==> src/inc/spr_map.vh <==
`ifndef SPR_MAP_VH
`define SPR_MAP_VH

// ----------------------------------------------------------------
// Register indices (byte address is four times the index)
// ----------------------------------------------------------------
`define SPR_IDX_CTRL 16'hfd00
`define SPR_IDX_CLKDIV 16'hfd01
`define SPR_IDX_LLOW 16'hfd02
`define SPR_IDX_LHIGH 16'hfd03
`define SPR_IDX_RLOW 16'hfd04
`define SPR_IDX_RHIGH 16'hfd05
`define SPR_IDX_STAT 16'hfd06
`define SPR_IDX_FRCNT 16'hfd07

// ----------------------------------------------------------------
// Control fields and reset values
// ----------------------------------------------------------------
`define SPR_CTRL_EN 3
`define SPR_CTRL_IRQ 1
`define SPR_CTRL_MASK 16'h000a
`define SPR_CTRL_RST 16'h0000
`define SPR_DIV_RST 8'h08
`define SPR_DIV_MIN 8'h04

// ----------------------------------------------------------------
// Status fields
// ----------------------------------------------------------------
`define SPR_ST_CHSCH 15
`define SPR_ST_FRCV 14
`define SPR_ST_MISS 12
`define SPR_ST_BERR 11
`define SPR_ST_FERR 10
`define SPR_ST_SFERR 9
`define SPR_ST_BIPH 8
`define SPR_ST_RIGHT_PARITY_FAIL 7
`define SPR_ST_LEFT_PARITY_FAIL 6
`define SPR_ST_CLR_MASK 16'h9fc0

// ----------------------------------------------------------------
// Stream timing
// ----------------------------------------------------------------
`define SPR_OVERSAMPLE 9'h004
`define SPR_DATA_SLOTS 5'h1c
`define SPR_LAST_FRAME 8'hbf
`define SPR_RUN_MAX 3'h7

`endif

==> src/verilog/spr_receiver.v <==
// Added by the designer: register access over Wishbone.
`timescale 1ns/1ps
`include "spr_map.vh"

module spr_receiver (
  // Clock and reset
  input wire core_clk_i,
  input wire rst_i,
  // Wishbone slave
  input wire wb_cyc_i,
  input wire wb_stb_i,
  input wire wb_we_i,
  input wire [3:0] wb_sel_i,
  input wire [17:0] wb_adr_i,
  input wire [31:0] wb_dat_i,
  output reg [31:0] wb_dat_o,
  output reg wb_ack_o,
  // Serial audio line
  input wire spdif_i,
  // Frame interrupt request
  output reg irq_o
);

  // ----------------------------------------------------------------
  // Local encodings
  // ----------------------------------------------------------------
  localparam [1:0] ST_SEEK = 2'b00;
  localparam [1:0] ST_PRE = 2'b01;
  localparam [1:0] ST_DATA = 2'b10;
  localparam [1:0] K_NONE = 2'b00;
  localparam [1:0] K_X = 2'b01;
  localparam [1:0] K_Y = 2'b10;
  localparam [1:0] K_Z = 2'b11;

  // ----------------------------------------------------------------
  // Registers
  // ----------------------------------------------------------------
  reg [15:0] ctrl_r;
  reg [7:0] div_r;
  reg [23:0] left_r;
  reg [23:0] right_r;
  reg [15:6] flag_r;
  reg [5:0] vuc_r;
  reg [7:0] fcnt_r;

  // Bus decode; one access is answered per ack, one cycle after request
  wire wb_req = wb_cyc_i & wb_stb_i & ~wb_ack_o;
  wire bus_wr = wb_req & wb_we_i;
  wire bus_rd = wb_req & ~wb_we_i;
  wire [15:0] widx = wb_adr_i[17:2];
  wire [15:0] wmask = {{8{wb_sel_i[1]}}, {8{wb_sel_i[0]}}};
  wire [15:0] wdat = wb_dat_i[15:0];
  wire rx_en = ctrl_r[`SPR_CTRL_EN];

  // ----------------------------------------------------------------
  // Input synchroniser
  // ----------------------------------------------------------------
  reg line_m_r;
  reg line_s_r;

  // Two stages; only the second is read by the decoder
  always @(posedge core_clk_i or posedge rst_i) begin
    if (rst_i) begin
      line_m_r <= 1'b0;
      line_s_r <= 1'b0;
    end else begin
      line_m_r <= spdif_i;
      line_s_r <= line_m_r;
    end
  end

  // ----------------------------------------------------------------
  // Oversampling tick
  // ----------------------------------------------------------------
  reg [8:0] acc_r;
  reg [8:0] acc_nxt;
  reg tick;
  wire [7:0] div_eff = (div_r < `SPR_DIV_MIN) ? `SPR_DIV_MIN : div_r;

  // Fractional accumulator: adding 4 per clock and wrapping at the divider
  // gives four ticks per bit even when divider/4 is not whole
  always @* begin
    acc_nxt = acc_r + `SPR_OVERSAMPLE;
    tick = 1'b0;
    if (acc_nxt >= {1'b0, div_eff}) begin
      acc_nxt = acc_nxt - {1'b0, div_eff};
      tick = 1'b1;
    end
  end

  always @(posedge core_clk_i or posedge rst_i) begin
    if (rst_i) begin
      acc_r <= 9'h000;
    end else if (!rx_en) begin
      acc_r <= 9'h000;
    end else begin
      acc_r <= acc_nxt;
    end
  end

  // ----------------------------------------------------------------
  // Run-length measurement in ticks
  // ----------------------------------------------------------------
  reg last_r;
  reg [2:0] run_r;
  reg run_ev;
  reg [1:0] run_u;
  reg run_bad;

  // Runs of 2, 4, 6 ticks are one, two, three half-cells; a run one tick
  // short is also accepted, but any run over 6 ticks is a violation
  always @* begin
    run_ev = tick & (line_s_r != last_r);
    run_bad = 1'b0;
    run_u = 2'd0;
    if (run_r <= 3'd2) begin
      run_u = 2'd1;
    end else if (run_r <= 3'd4) begin
      run_u = 2'd2;
    end else if (run_r <= 3'd6) begin
      run_u = 2'd3;
    end else begin
      run_bad = 1'b1;
    end
    if (tick && line_s_r == last_r && run_r == 3'd6) begin
      run_bad = 1'b1;
    end
  end

  always @(posedge core_clk_i or posedge rst_i) begin
    if (rst_i) begin
      last_r <= 1'b0;
      run_r <= 3'd1;
    end else if (!rx_en) begin
      last_r <= line_s_r;
      run_r <= 3'd1;
    end else if (tick) begin
      last_r <= line_s_r;
      if (line_s_r != last_r) begin
        run_r <= 3'd1;
      end else if (run_r != `SPR_RUN_MAX) begin
        run_r <= run_r + 3'd1;
      end
    end
  end

  // ----------------------------------------------------------------
  // Subframe decoder
  // ----------------------------------------------------------------
  reg [1:0] state_r;
  reg [1:0] pcnt_r;
  reg [1:0] pr1_r;
  reg [1:0] pr2_r;
  reg [27:0] sr_r;
  reg [4:0] bcnt_r;
  reg half_r;
  reg [1:0] kind_r;
  reg [1:0] prev_r;
  reg zseen_r;
  reg [23:0] lstash_r;
  reg [2:0] lvuc_r;
  reg lpar_r;
  reg lok_r;
  reg set_biph, set_sf, set_fe, set_be, set_lp, set_rp, frame_ev;
  reg [27:0] sr_new;

  // Data bits arrive LSB first: slots 4..27 sample, then V, U, C, parity
  always @* begin
    sr_new = {(half_r & (run_u == 2'd1)), sr_r[27:1]};
  end

  always @(posedge core_clk_i or posedge rst_i) begin
    if (rst_i) begin
      state_r <= ST_SEEK;
      pcnt_r <= 2'd0;
      pr1_r <= 2'd0;
      pr2_r <= 2'd0;
      sr_r <= 28'h0000000;
      bcnt_r <= 5'h00;
      half_r <= 1'b0;
      kind_r <= K_NONE;
      prev_r <= K_NONE;
      zseen_r <= 1'b0;
      fcnt_r <= 8'h00;
      lstash_r <= 24'h000000;
      lvuc_r <= 3'b000;
      lpar_r <= 1'b0;
      lok_r <= 1'b0;
      left_r <= 24'h000000;
      right_r <= 24'h000000;
      vuc_r <= 6'h00;
      set_biph <= 1'b0;
      set_sf <= 1'b0;
      set_fe <= 1'b0;
      set_be <= 1'b0;
      set_lp <= 1'b0;
      set_rp <= 1'b0;
      frame_ev <= 1'b0;
    end else if (!rx_en) begin
      state_r <= ST_SEEK;
      half_r <= 1'b0;
      prev_r <= K_NONE;
      zseen_r <= 1'b0;
      fcnt_r <= 8'h00;
      lok_r <= 1'b0;
      set_biph <= 1'b0;
      set_sf <= 1'b0;
      set_fe <= 1'b0;
      set_be <= 1'b0;
      set_lp <= 1'b0;
      set_rp <= 1'b0;
      frame_ev <= 1'b0;
    end else begin
      set_biph <= 1'b0;
      set_sf <= 1'b0;
      set_fe <= 1'b0;
      set_be <= 1'b0;
      set_lp <= 1'b0;
      set_rp <= 1'b0;
      frame_ev <= 1'b0;
      if (run_bad) begin
        // Lost coding: drop lock and wait for the next preamble
        set_biph <= (state_r != ST_SEEK);
        state_r <= ST_SEEK;
        half_r <= 1'b0;
        prev_r <= K_NONE;
      end else if (run_ev) begin
        case (state_r)
          ST_SEEK: begin
            if (run_u == 2'd3) begin
              state_r <= ST_PRE;
              pcnt_r <= 2'd0;
            end
          end
          ST_PRE: begin
            pcnt_r <= pcnt_r + 2'd1;
            pr1_r <= (pcnt_r == 2'd0) ? run_u : pr1_r;
            pr2_r <= (pcnt_r == 2'd1) ? run_u : pr2_r;
            if (pcnt_r == 2'd2) begin
              // Three runs after the leading triple name the preamble
              bcnt_r <= 5'h00;
              half_r <= 1'b0;
              state_r <= ST_DATA;
              if (pr1_r == 2'd3 && pr2_r == 2'd1 && run_u == 2'd1) begin
                kind_r <= K_X;
                prev_r <= K_X;
                fcnt_r <= (fcnt_r == `SPR_LAST_FRAME) ? 8'h00 : fcnt_r + 8'h01;
                set_be <= zseen_r & (fcnt_r == `SPR_LAST_FRAME);
              end else if (pr1_r == 2'd2 && pr2_r == 2'd1 && run_u == 2'd2) begin
                kind_r <= K_Y;
                prev_r <= K_Y;
                set_fe <= (prev_r != K_X) && (prev_r != K_Z);
              end else if (pr1_r == 2'd1 && pr2_r == 2'd1 && run_u == 2'd3) begin
                kind_r <= K_Z;
                prev_r <= K_Z;
                fcnt_r <= 8'h00;
                set_be <= zseen_r & (fcnt_r != `SPR_LAST_FRAME);
                zseen_r <= 1'b1;
              end else begin
                set_biph <= 1'b1;
                state_r <= ST_SEEK;
                prev_r <= K_NONE;
              end
            end
          end
          ST_DATA: begin
            if (run_u == 2'd3) begin
              // A new preamble: the finished subframe must have had 28 bits
              set_sf <= (bcnt_r != `SPR_DATA_SLOTS);
              set_biph <= half_r;
              half_r <= 1'b0;
              state_r <= ST_PRE;
              pcnt_r <= 2'd0;
            end else if (bcnt_r == `SPR_DATA_SLOTS) begin
              // Too many slots in this subframe
              set_sf <= 1'b1;
              state_r <= ST_SEEK;
              prev_r <= K_NONE;
            end else if (run_u == 2'd2 && half_r) begin
              set_biph <= 1'b1;
              state_r <= ST_SEEK;
              prev_r <= K_NONE;
              half_r <= 1'b0;
            end else if (run_u == 2'd1 && !half_r) begin
              half_r <= 1'b1;
            end else begin
              // One slot per bit: full cell is 0, two half-cells are 1
              half_r <= 1'b0;
              sr_r <= sr_new;
              bcnt_r <= bcnt_r + 5'h01;
              if (bcnt_r == `SPR_DATA_SLOTS - 5'h01) begin
                // Channel status bits are passed on raw, no CRC here
                if (kind_r == K_Y) begin
                  set_rp <= ^sr_new;
                  if (lok_r) begin
                    left_r <= lstash_r;
                    right_r <= sr_new[23:0];
                    vuc_r <= {sr_new[24], sr_new[25], sr_new[26], lvuc_r};
                    frame_ev <= 1'b1;
                  end
                  lok_r <= 1'b0;
                end else begin
                  // Validity zero means valid PCM; software judges it
                  lstash_r <= sr_new[23:0];
                  lvuc_r <= {sr_new[24], sr_new[25], sr_new[26]};
                  lpar_r <= ^sr_new;
                  set_lp <= ^sr_new;
                  lok_r <= 1'b1;
                end
              end
            end
          end
          default: begin
            state_r <= ST_SEEK;
          end
        endcase
      end
    end
  end

  // ----------------------------------------------------------------
  // Status flags
  // ----------------------------------------------------------------
  reg [5:0] vuc_old_r;
  reg [15:6] flag_nxt;
  wire stat_wr = bus_wr & (widx == `SPR_IDX_STAT);
  wire lhigh_rd = bus_rd & (widx == `SPR_IDX_LHIGH);
  wire [15:0] clr = stat_wr ? (wmask & ~wdat & `SPR_ST_CLR_MASK) : 16'h0000;
  wire chs_chg = frame_ev & ({vuc_r[3], vuc_r[0]} != {vuc_old_r[3], vuc_old_r[0]});

  // Clears first, sets last, so an event never drops under a clear
  always @* begin
    flag_nxt = flag_r & ~clr[15:6];
    if (lhigh_rd) begin
      flag_nxt[`SPR_ST_FRCV] = 1'b0;
    end
    if (frame_ev) begin
      flag_nxt[`SPR_ST_FRCV] = 1'b1;
    end
    if (frame_ev && flag_r[`SPR_ST_FRCV] && !lhigh_rd) begin
      flag_nxt[`SPR_ST_MISS] = 1'b1;
    end
    if (chs_chg) begin
      flag_nxt[`SPR_ST_CHSCH] = 1'b1;
    end
    if (set_be) flag_nxt[`SPR_ST_BERR] = 1'b1;
    if (set_fe) flag_nxt[`SPR_ST_FERR] = 1'b1;
    if (set_sf) flag_nxt[`SPR_ST_SFERR] = 1'b1;
    if (set_biph) flag_nxt[`SPR_ST_BIPH] = 1'b1;
    if (set_rp) flag_nxt[`SPR_ST_RIGHT_PARITY_FAIL] = 1'b1;
    if (set_lp) flag_nxt[`SPR_ST_LEFT_PARITY_FAIL] = 1'b1;
    flag_nxt[13] = 1'b0;
  end

  // Previous channel status snapshot follows the published one by a cycle
  always @(posedge core_clk_i or posedge rst_i) begin
    if (rst_i) begin
      flag_r <= 10'h000;
      vuc_old_r <= 6'h00;
      irq_o <= 1'b0;
    end else begin
      flag_r <= flag_nxt;
      if (frame_ev) begin
        vuc_old_r <= vuc_r;
      end
      irq_o <= frame_ev & ctrl_r[`SPR_CTRL_IRQ];
    end
  end

  // ----------------------------------------------------------------
  // Wishbone register access
  // ----------------------------------------------------------------
  reg [15:0] rdata;

  // Read mux; unmapped words read zero and accept writes silently
  always @* begin
    case (widx)
      `SPR_IDX_CTRL: rdata = ctrl_r;
      `SPR_IDX_CLKDIV: rdata = {8'h00, div_r};
      `SPR_IDX_LLOW: rdata = {8'h00, left_r[7:0]};
      `SPR_IDX_LHIGH: rdata = left_r[23:8];
      `SPR_IDX_RLOW: rdata = {8'h00, right_r[7:0]};
      `SPR_IDX_RHIGH: rdata = right_r[23:8];
      `SPR_IDX_STAT: rdata = {flag_r, vuc_r};
      `SPR_IDX_FRCNT: rdata = {8'h00, fcnt_r};
      default: rdata = 16'h0000;
    endcase
  end

  // Ack one cycle after the request, dropped the cycle after
  always @(posedge core_clk_i or posedge rst_i) begin
    if (rst_i) begin
      wb_ack_o <= 1'b0;
      wb_dat_o <= 32'h00000000;
      ctrl_r <= `SPR_CTRL_RST;
      div_r <= `SPR_DIV_RST;
    end else begin
      wb_ack_o <= wb_req;
      if (bus_rd) begin
        wb_dat_o <= {16'h0000, rdata};
      end
      if (bus_wr && widx == `SPR_IDX_CTRL) begin
        ctrl_r <= ((ctrl_r & ~wmask) | (wdat & wmask)) & `SPR_CTRL_MASK;
      end
      if (bus_wr && widx == `SPR_IDX_CLKDIV && wb_sel_i[0]) begin
        div_r <= wdat[7:0];
      end
    end
  end

endmodule

==> config.mk <==
export PLATFORM = sky130hd
export DESIGN_NAME = spr_receiver
export DESIGN_NICKNAME = d
export VERILOG_FILES = /design/src/verilog/spr_receiver.v
export VERILOG_INCLUDE_DIRS = /design/src /design/src/inc
export SDC_FILE = /design/constraint.sdc
export NUM_CORES = 1
export LEC_CHECK = 0
export ABC_AREA = 0
export BUFFER_PORTS_ARGS = -buffer_cell sky130_fd_sc_hd__clkbuf_2
export CAP_MARGIN = 10
export CORE_UTILIZATION = 55
export CTS_CLUSTER_DIAMETER = 120
export CTS_CLUSTER_SIZE = 10
export DETAILED_ROUTE_END_ITERATION = 12
export PLACE_DENSITY = 0.75
export SLEW_MARGIN = 20
export SYNTH_ARGS = -nofsm -noshare
export SYNTH_HDL_FRONTEND = slang
export SYNTH_SLANG_ARGS = --single-unit
==> constraint.sdc <==
create_clock -name core_clk_i -period 11.4 [get_ports core_clk_i]
set_input_delay 3.42 -clock core_clk_i [delete_from_list [all_inputs] [get_ports core_clk_i]]
set_output_delay 3.42 -clock core_clk_i [all_outputs]
set_load 0.05 [all_outputs]
After elaboration in Yosys (flattened, before gate mapping)
Cells that the tools add are included.

Register bits: 200. Input port bits: 60. Output and inout bits: 34. Word-level logic and storage cells: 339.

Add/sub/neg operators: 6. Magnitude comparators: 5. Equal/unequal tests: 63. Mux-type cells: 160. Bitwise gates (word level): 28. Reduce and logical (&&, ||, !) cells: 41.

Operators with widths (number): 16-bit == test, second input constant (8); 16-bit case mux with 8 select lines (1); 1-bit two-way mux (105); 8-bit two-way mux (10); 2-bit two-way mux (26); 28-bit XOR reduction (1); 2-bit inequality test, second input constant (13); 5-bit two-way mux (5); 5-bit AND reduction (4); 9-bit two-way mux (2); 2-bit by 1-bit inequality test with 1-bit output, second input constant (9); 16-bit AND (1); 1-bit logical AND (16); 16-bit two-way mux (1); 16-bit inverter (1); 8-bit AND reduction (2); 5-bit inequality test, second input constant (3); 2-bit == test, second input constant (7); 1-bit AND (12); 3-bit two-way mux (4); 4-bit inequality test, second input constant (3); 6-bit AND reduction (2); 11-bit AND reduction (1); 10-bit AND (1); 41 further kinds (65).

Longest topological paths before layout
Word-level depth: 17. Mapped depth: 13. Depth with buffers taken out: 12.

Least setup slack after synthesis
No wires, ideal clock.

Path kind: input to register. Start point: in wb_adr_i[7]. End point: reg flag_r[6] (netlist bit). Setup time: 0.118 ns. Data arrival time: 5.492 ns. Data required time: 11.282 ns. Slack: 5.790 ns. Cell stages on the path: 6. Buffers on the path: 1. Cell sequence: or4_1 or4_1 clkbuf_1 nor3_2 or3b_2 a21o_1.

Cells in the longest elaborated chain, start to end: 6.

Ends and longest elaborated chain: start, declared (line spr_receiver.v:14) `input wire [17:0] wb_adr_i,`; 16-bit == test; 1-bit AND (line spr_receiver.v:326) `` wire stat_wr = bus_wr & (widx == `SPR_IDX_STAT); ``; 16-bit two-way mux (line spr_receiver.v:328) `` wire [15:0] clr = stat_wr ? (wmask & ~wdat & `SPR_ST_CLR_MASK) : 16'h0000; ``; 10-bit inverter (line spr_receiver.v:333) `flag_nxt = flag_r & ~clr[15:6];`; 10-bit AND (line spr_receiver.v:333); 1-bit two-way mux (line spr_receiver.v:351) `` if (set_lp) flag_nxt[`SPR_ST_LEFT_PARITY_FAIL] = 1'b1; ``; net flag_nxt, one bit (line spr_receiver.v:325) `reg [15:6] flag_nxt;`; end signal, assigned (line spr_receiver.v:362) `flag_r <= flag_nxt;`; end, declared (line spr_receiver.v:42) `reg [15:6] flag_r;`.

The timed path passes the listed nets, and every way through them passes these cells. A chain may end at the register's enable or synchronous reset.

Final worst setup path
Start point: in wb_adr_i[7]. End point: reg flag_r[12] (netlist bit).

Cells in the longest elaborated chain, start to end: 6. Elaborated cells between the ends (all ways): 10. Classes of those cells: 2 x eq/ne; 2 x mux; 4 x bitwise; 2 x reduce/logical.

Ends and longest elaborated chain: 16-bit == test; 1-bit AND (line spr_receiver.v:326); 16-bit two-way mux (line spr_receiver.v:328); 10-bit inverter (line spr_receiver.v:333); 10-bit AND (line spr_receiver.v:333); 1-bit two-way mux (*) (line spr_receiver.v:340) `` if (frame_ev && flag_r[`SPR_ST_FRCV] && !lhigh_rd) begin ``; net flag_nxt, one bit (line spr_receiver.v:325).

Mark *: on every way through the listed nets, which the timed path passes. The rest lies on a longest branch.

==> flow_summary.ini <==
[status]
outcome = finished clean

[power_and_ir_drop]
switching_share_pct = 24.5
pwr-share-clk_pct = 44.0
total_leakage_power_nw = 5.10
powerDensity_nw_per_um2 = 122
pwr-share-seq_pct = 52.8
p_switching_mw = 0.323
p_int_mw = 0.995
ir_drop_uv = 100
p_comb_share_pct = 3.2
power_mw = 1.32

[route]
vias = 6956
viasPerCell = 6.11
ant_nets = 0
drt_wl_total_um = 22000
drt_pre_antenna_iters = 5
drtIter0Drc = 534
drc = 0
avgRoutedWirePerCell_um = 19.3

[finish]
regArea_um2 = 4910
areaGrowthSynthToFinish_pct = 10.1
drive_gt1_share_pct = 20.8
num_antenna_cells = 0
multi_input_area_um2 = 4560
n_fill_cell = 1391
layout.nets = 986

[synth]
synth_cell_types = 72
synth-seq-area-share_pct = 50.0
synth_edf_count = 0
syn_area_um2 = 9820
yosysMostFrequentCell = dfrtp_1
ys_warn_count = 0
synth_seq_cells = 196
synthArstFlopShare_pct = 100
ys.flop_type = dfrtp_1
synth_top_cells_by_count = dfrtp_1, mux2_2, nand2_1
synth_top_area_cell = dfrtp_1
avgSynthCellArea_um2 = 11.5
synthTopCellsByArea = dfrtp_1, mux2_2, mux2_1, ha_1, xnor2_1
syn_inst = 854
synth_top_area_share_pct = 49.4

[clocking]
clk_latency_ps = 440
clock-sinks = 196
cts_tree = built
cts.clk_slew.worst_paths_ps = 70
cts_buffers = 17
postCtsSetupBuffers = 0
clock_path_buffers = 2
root_buffer = clkbuf_16
clock_tree.htree_level_count = 4
ctsResizeCount = 0
cts_hold_buffers = 0

[timing]
tightest_slew_ps = 1080
setup_viol = 0
hold_violations = 0
max_freq_mhz = 167
fin_skew_ps = 7.19
period_needed_ps = 5970
drv_slew = 0
fin_crit_sh_pct = 52.4
rsz0062_at_grt = false
setup_tns_ps = 0
slew_headroom_pct = 27.4

[die]
coreArea_um2 = 17400
die_width_um = 136
die_area_um2 = 18400
fp.dieH_um = 136
pin_count = 94
rows = 48
start_util_pct = 56.6

[placement]
gp_congestion = 0.897
place.detailed.hpwl_um = 15000
numPortBuffers = 55

[global_route]
antenna_found_initial = 0
grt_first_pass_wirelength_um = 35100
grt_pass1_vias = 6723
grt-ovfl-total = 0
track_usage_pct = 25.3
grt_max_degree = 116

[setup_path]
cp_top_family = simple AND/OR/NAND/NOR gates
path_max_fanout = 11
worstPathRequired_ps = 11710
path_buf_inv = 2
r2r_cells = 10
slowest_delay_ps = 640
cp_cell_sequence = clkbuf_2 -> or4_1 -> or4_1 -> nor3_2 -> buf_4 -> nand4_1 -> o21ai_0 -> o21ai_0
crit_arrival_ps = 6290
startpoint_type = input pin
worst_path_max_delay_cell = or4_1
rr_startpoint = div_r[4]
worstReg2RegEnd = lstash_r[21]
cp-end-kind = register
r2r_slack_ps = 7400
path_class = in -> reg

[hold_path]
holdPathEnd = line_s_r
min-delay-start = line_m_r
whs_path_depth = 0
min_path_type = reg -> reg

[run]
drv_cap = 0
stage by stage:
stage          utilization (%)  instance area [um2]  instances  setup slack (ps)  hold slack (ps)
6_report                  62.3                10800       1139              5430              362
3_3_place_gp              58.8                10200       1106              5060              335
2_1_floorplan                -                 9870        869              2640              331
4_1_cts                   62.1                10800       1138              5480              363
3_5_place_dp              58.8                10200       1106              5030              347
5_1_grt                   62.3                10800       1139              5220              372
cells by family after synthesis:
kind of cell	Yosys count	share of synthesized area, %
and+or+nand+nor	229	12.8
DFF	196	50.0
AOI/OAI and AO/OA	143	10.4
muxes	140	15.9
buffers and inverters	82	4.29
xor gates and xnor gates	38	3.39
adders and majority gates	25	3.26
other	1	0.0382
worst max-delay path by stage:
stage	startpoint	end	slack, ps	cells past startpoint
2_1_floorplan	rst_i	asynchronous set/reset pin	2640	1
3_3_place_gp	wb_adr_i[7]	wb_dat_o[3]	5060	7
3_5_place_dp	wb_adr_i[7]	flag_r[12]	5030	8
4_1_cts	wb_adr_i[7]	flag_r[12]	5480	8
5_1_grt	wb_adr_i[7]	flag_r[12]	5220	8
6_report	wb_adr_i[7]	flag_r[12]	5430	8
cell type report:
| type | count | area share, % |
|---|---|---|
| inverters | 29 | 1.08 |
| well taps | 225 | 2.60 |
| flip-flops and latches | 196 | 45.4 |
| repair buffers | 66 | 3.49 |
| clock inverters | 14 | 1.28 |
| multi-input cells | 591 | 42.2 |
| clock buffers | 18 | 3.97 |
worst reg2reg max path, stage by stage (launching register included):
cell and delay (ps):
dfrtp_1 480, nor4_1 400, nand2_1 140, and2_1 200, ha_1 290, and4_1 180
a31oi_1 100, and3_1 310, a311oi_1 550, and3_2 800, mux2_2 450
sequential cells by signal, indices dropped and copies added (netlist names), 2 cells and up, named ones only:
name	count
sr_r	27
state_r	2
pcnt_r	2
fcnt_r	8
acc_r	9
vuc_old_r	2
pr1_r	2
div_r	8
flag_r	9
pr2_r	2
right_r	24
wb_dat_o	16
vuc_r	6
left_r	24
bcnt_r	5
run_r	3
lvuc_r	3
kind_r	2
lstash_r	24
cells in the final DEF (no fill, tap or decap), drive strengths merged, types with 7 or more instances in the layout:
cell type / count
a22o: 8
a22oi: 16
nand4: 13
nor2: 24
xnor2: 28
mux2: 125
nand3: 36
nand2: 55
conb: 16
clkbuf: 73
a21oi: 19
o21ai: 28
mux2i: 15
xor2: 10
and3: 10
a31oi: 7
and2: 7
nor4: 13
nand2b: 11
nor3: 20
a222oi: 9
buf: 11
ha: 24
or3: 8
o21a: 8
dfrtp: 194
inv: 36
routing by layer:
layer  GRT usage (%)  share of wire (%)
met1            34.7                 45
met2            40.3                 47
met3            4.68                6.3
met5               0                  0
met4            8.36                1.5
power by group through the flow:
stage                     registers, mW  logic [mW]  clock network [mW]
after floorplan                   0.711      0.0310                   0
after global placement            0.710      0.0416                   0
after detailed placement          0.710      0.0416                   0
after CTS                         0.696      0.0416               0.585
after global routing              0.696      0.0469               0.615
final                             0.696      0.0421               0.580
No activity file was read; power rests on OpenSTA's default activity.
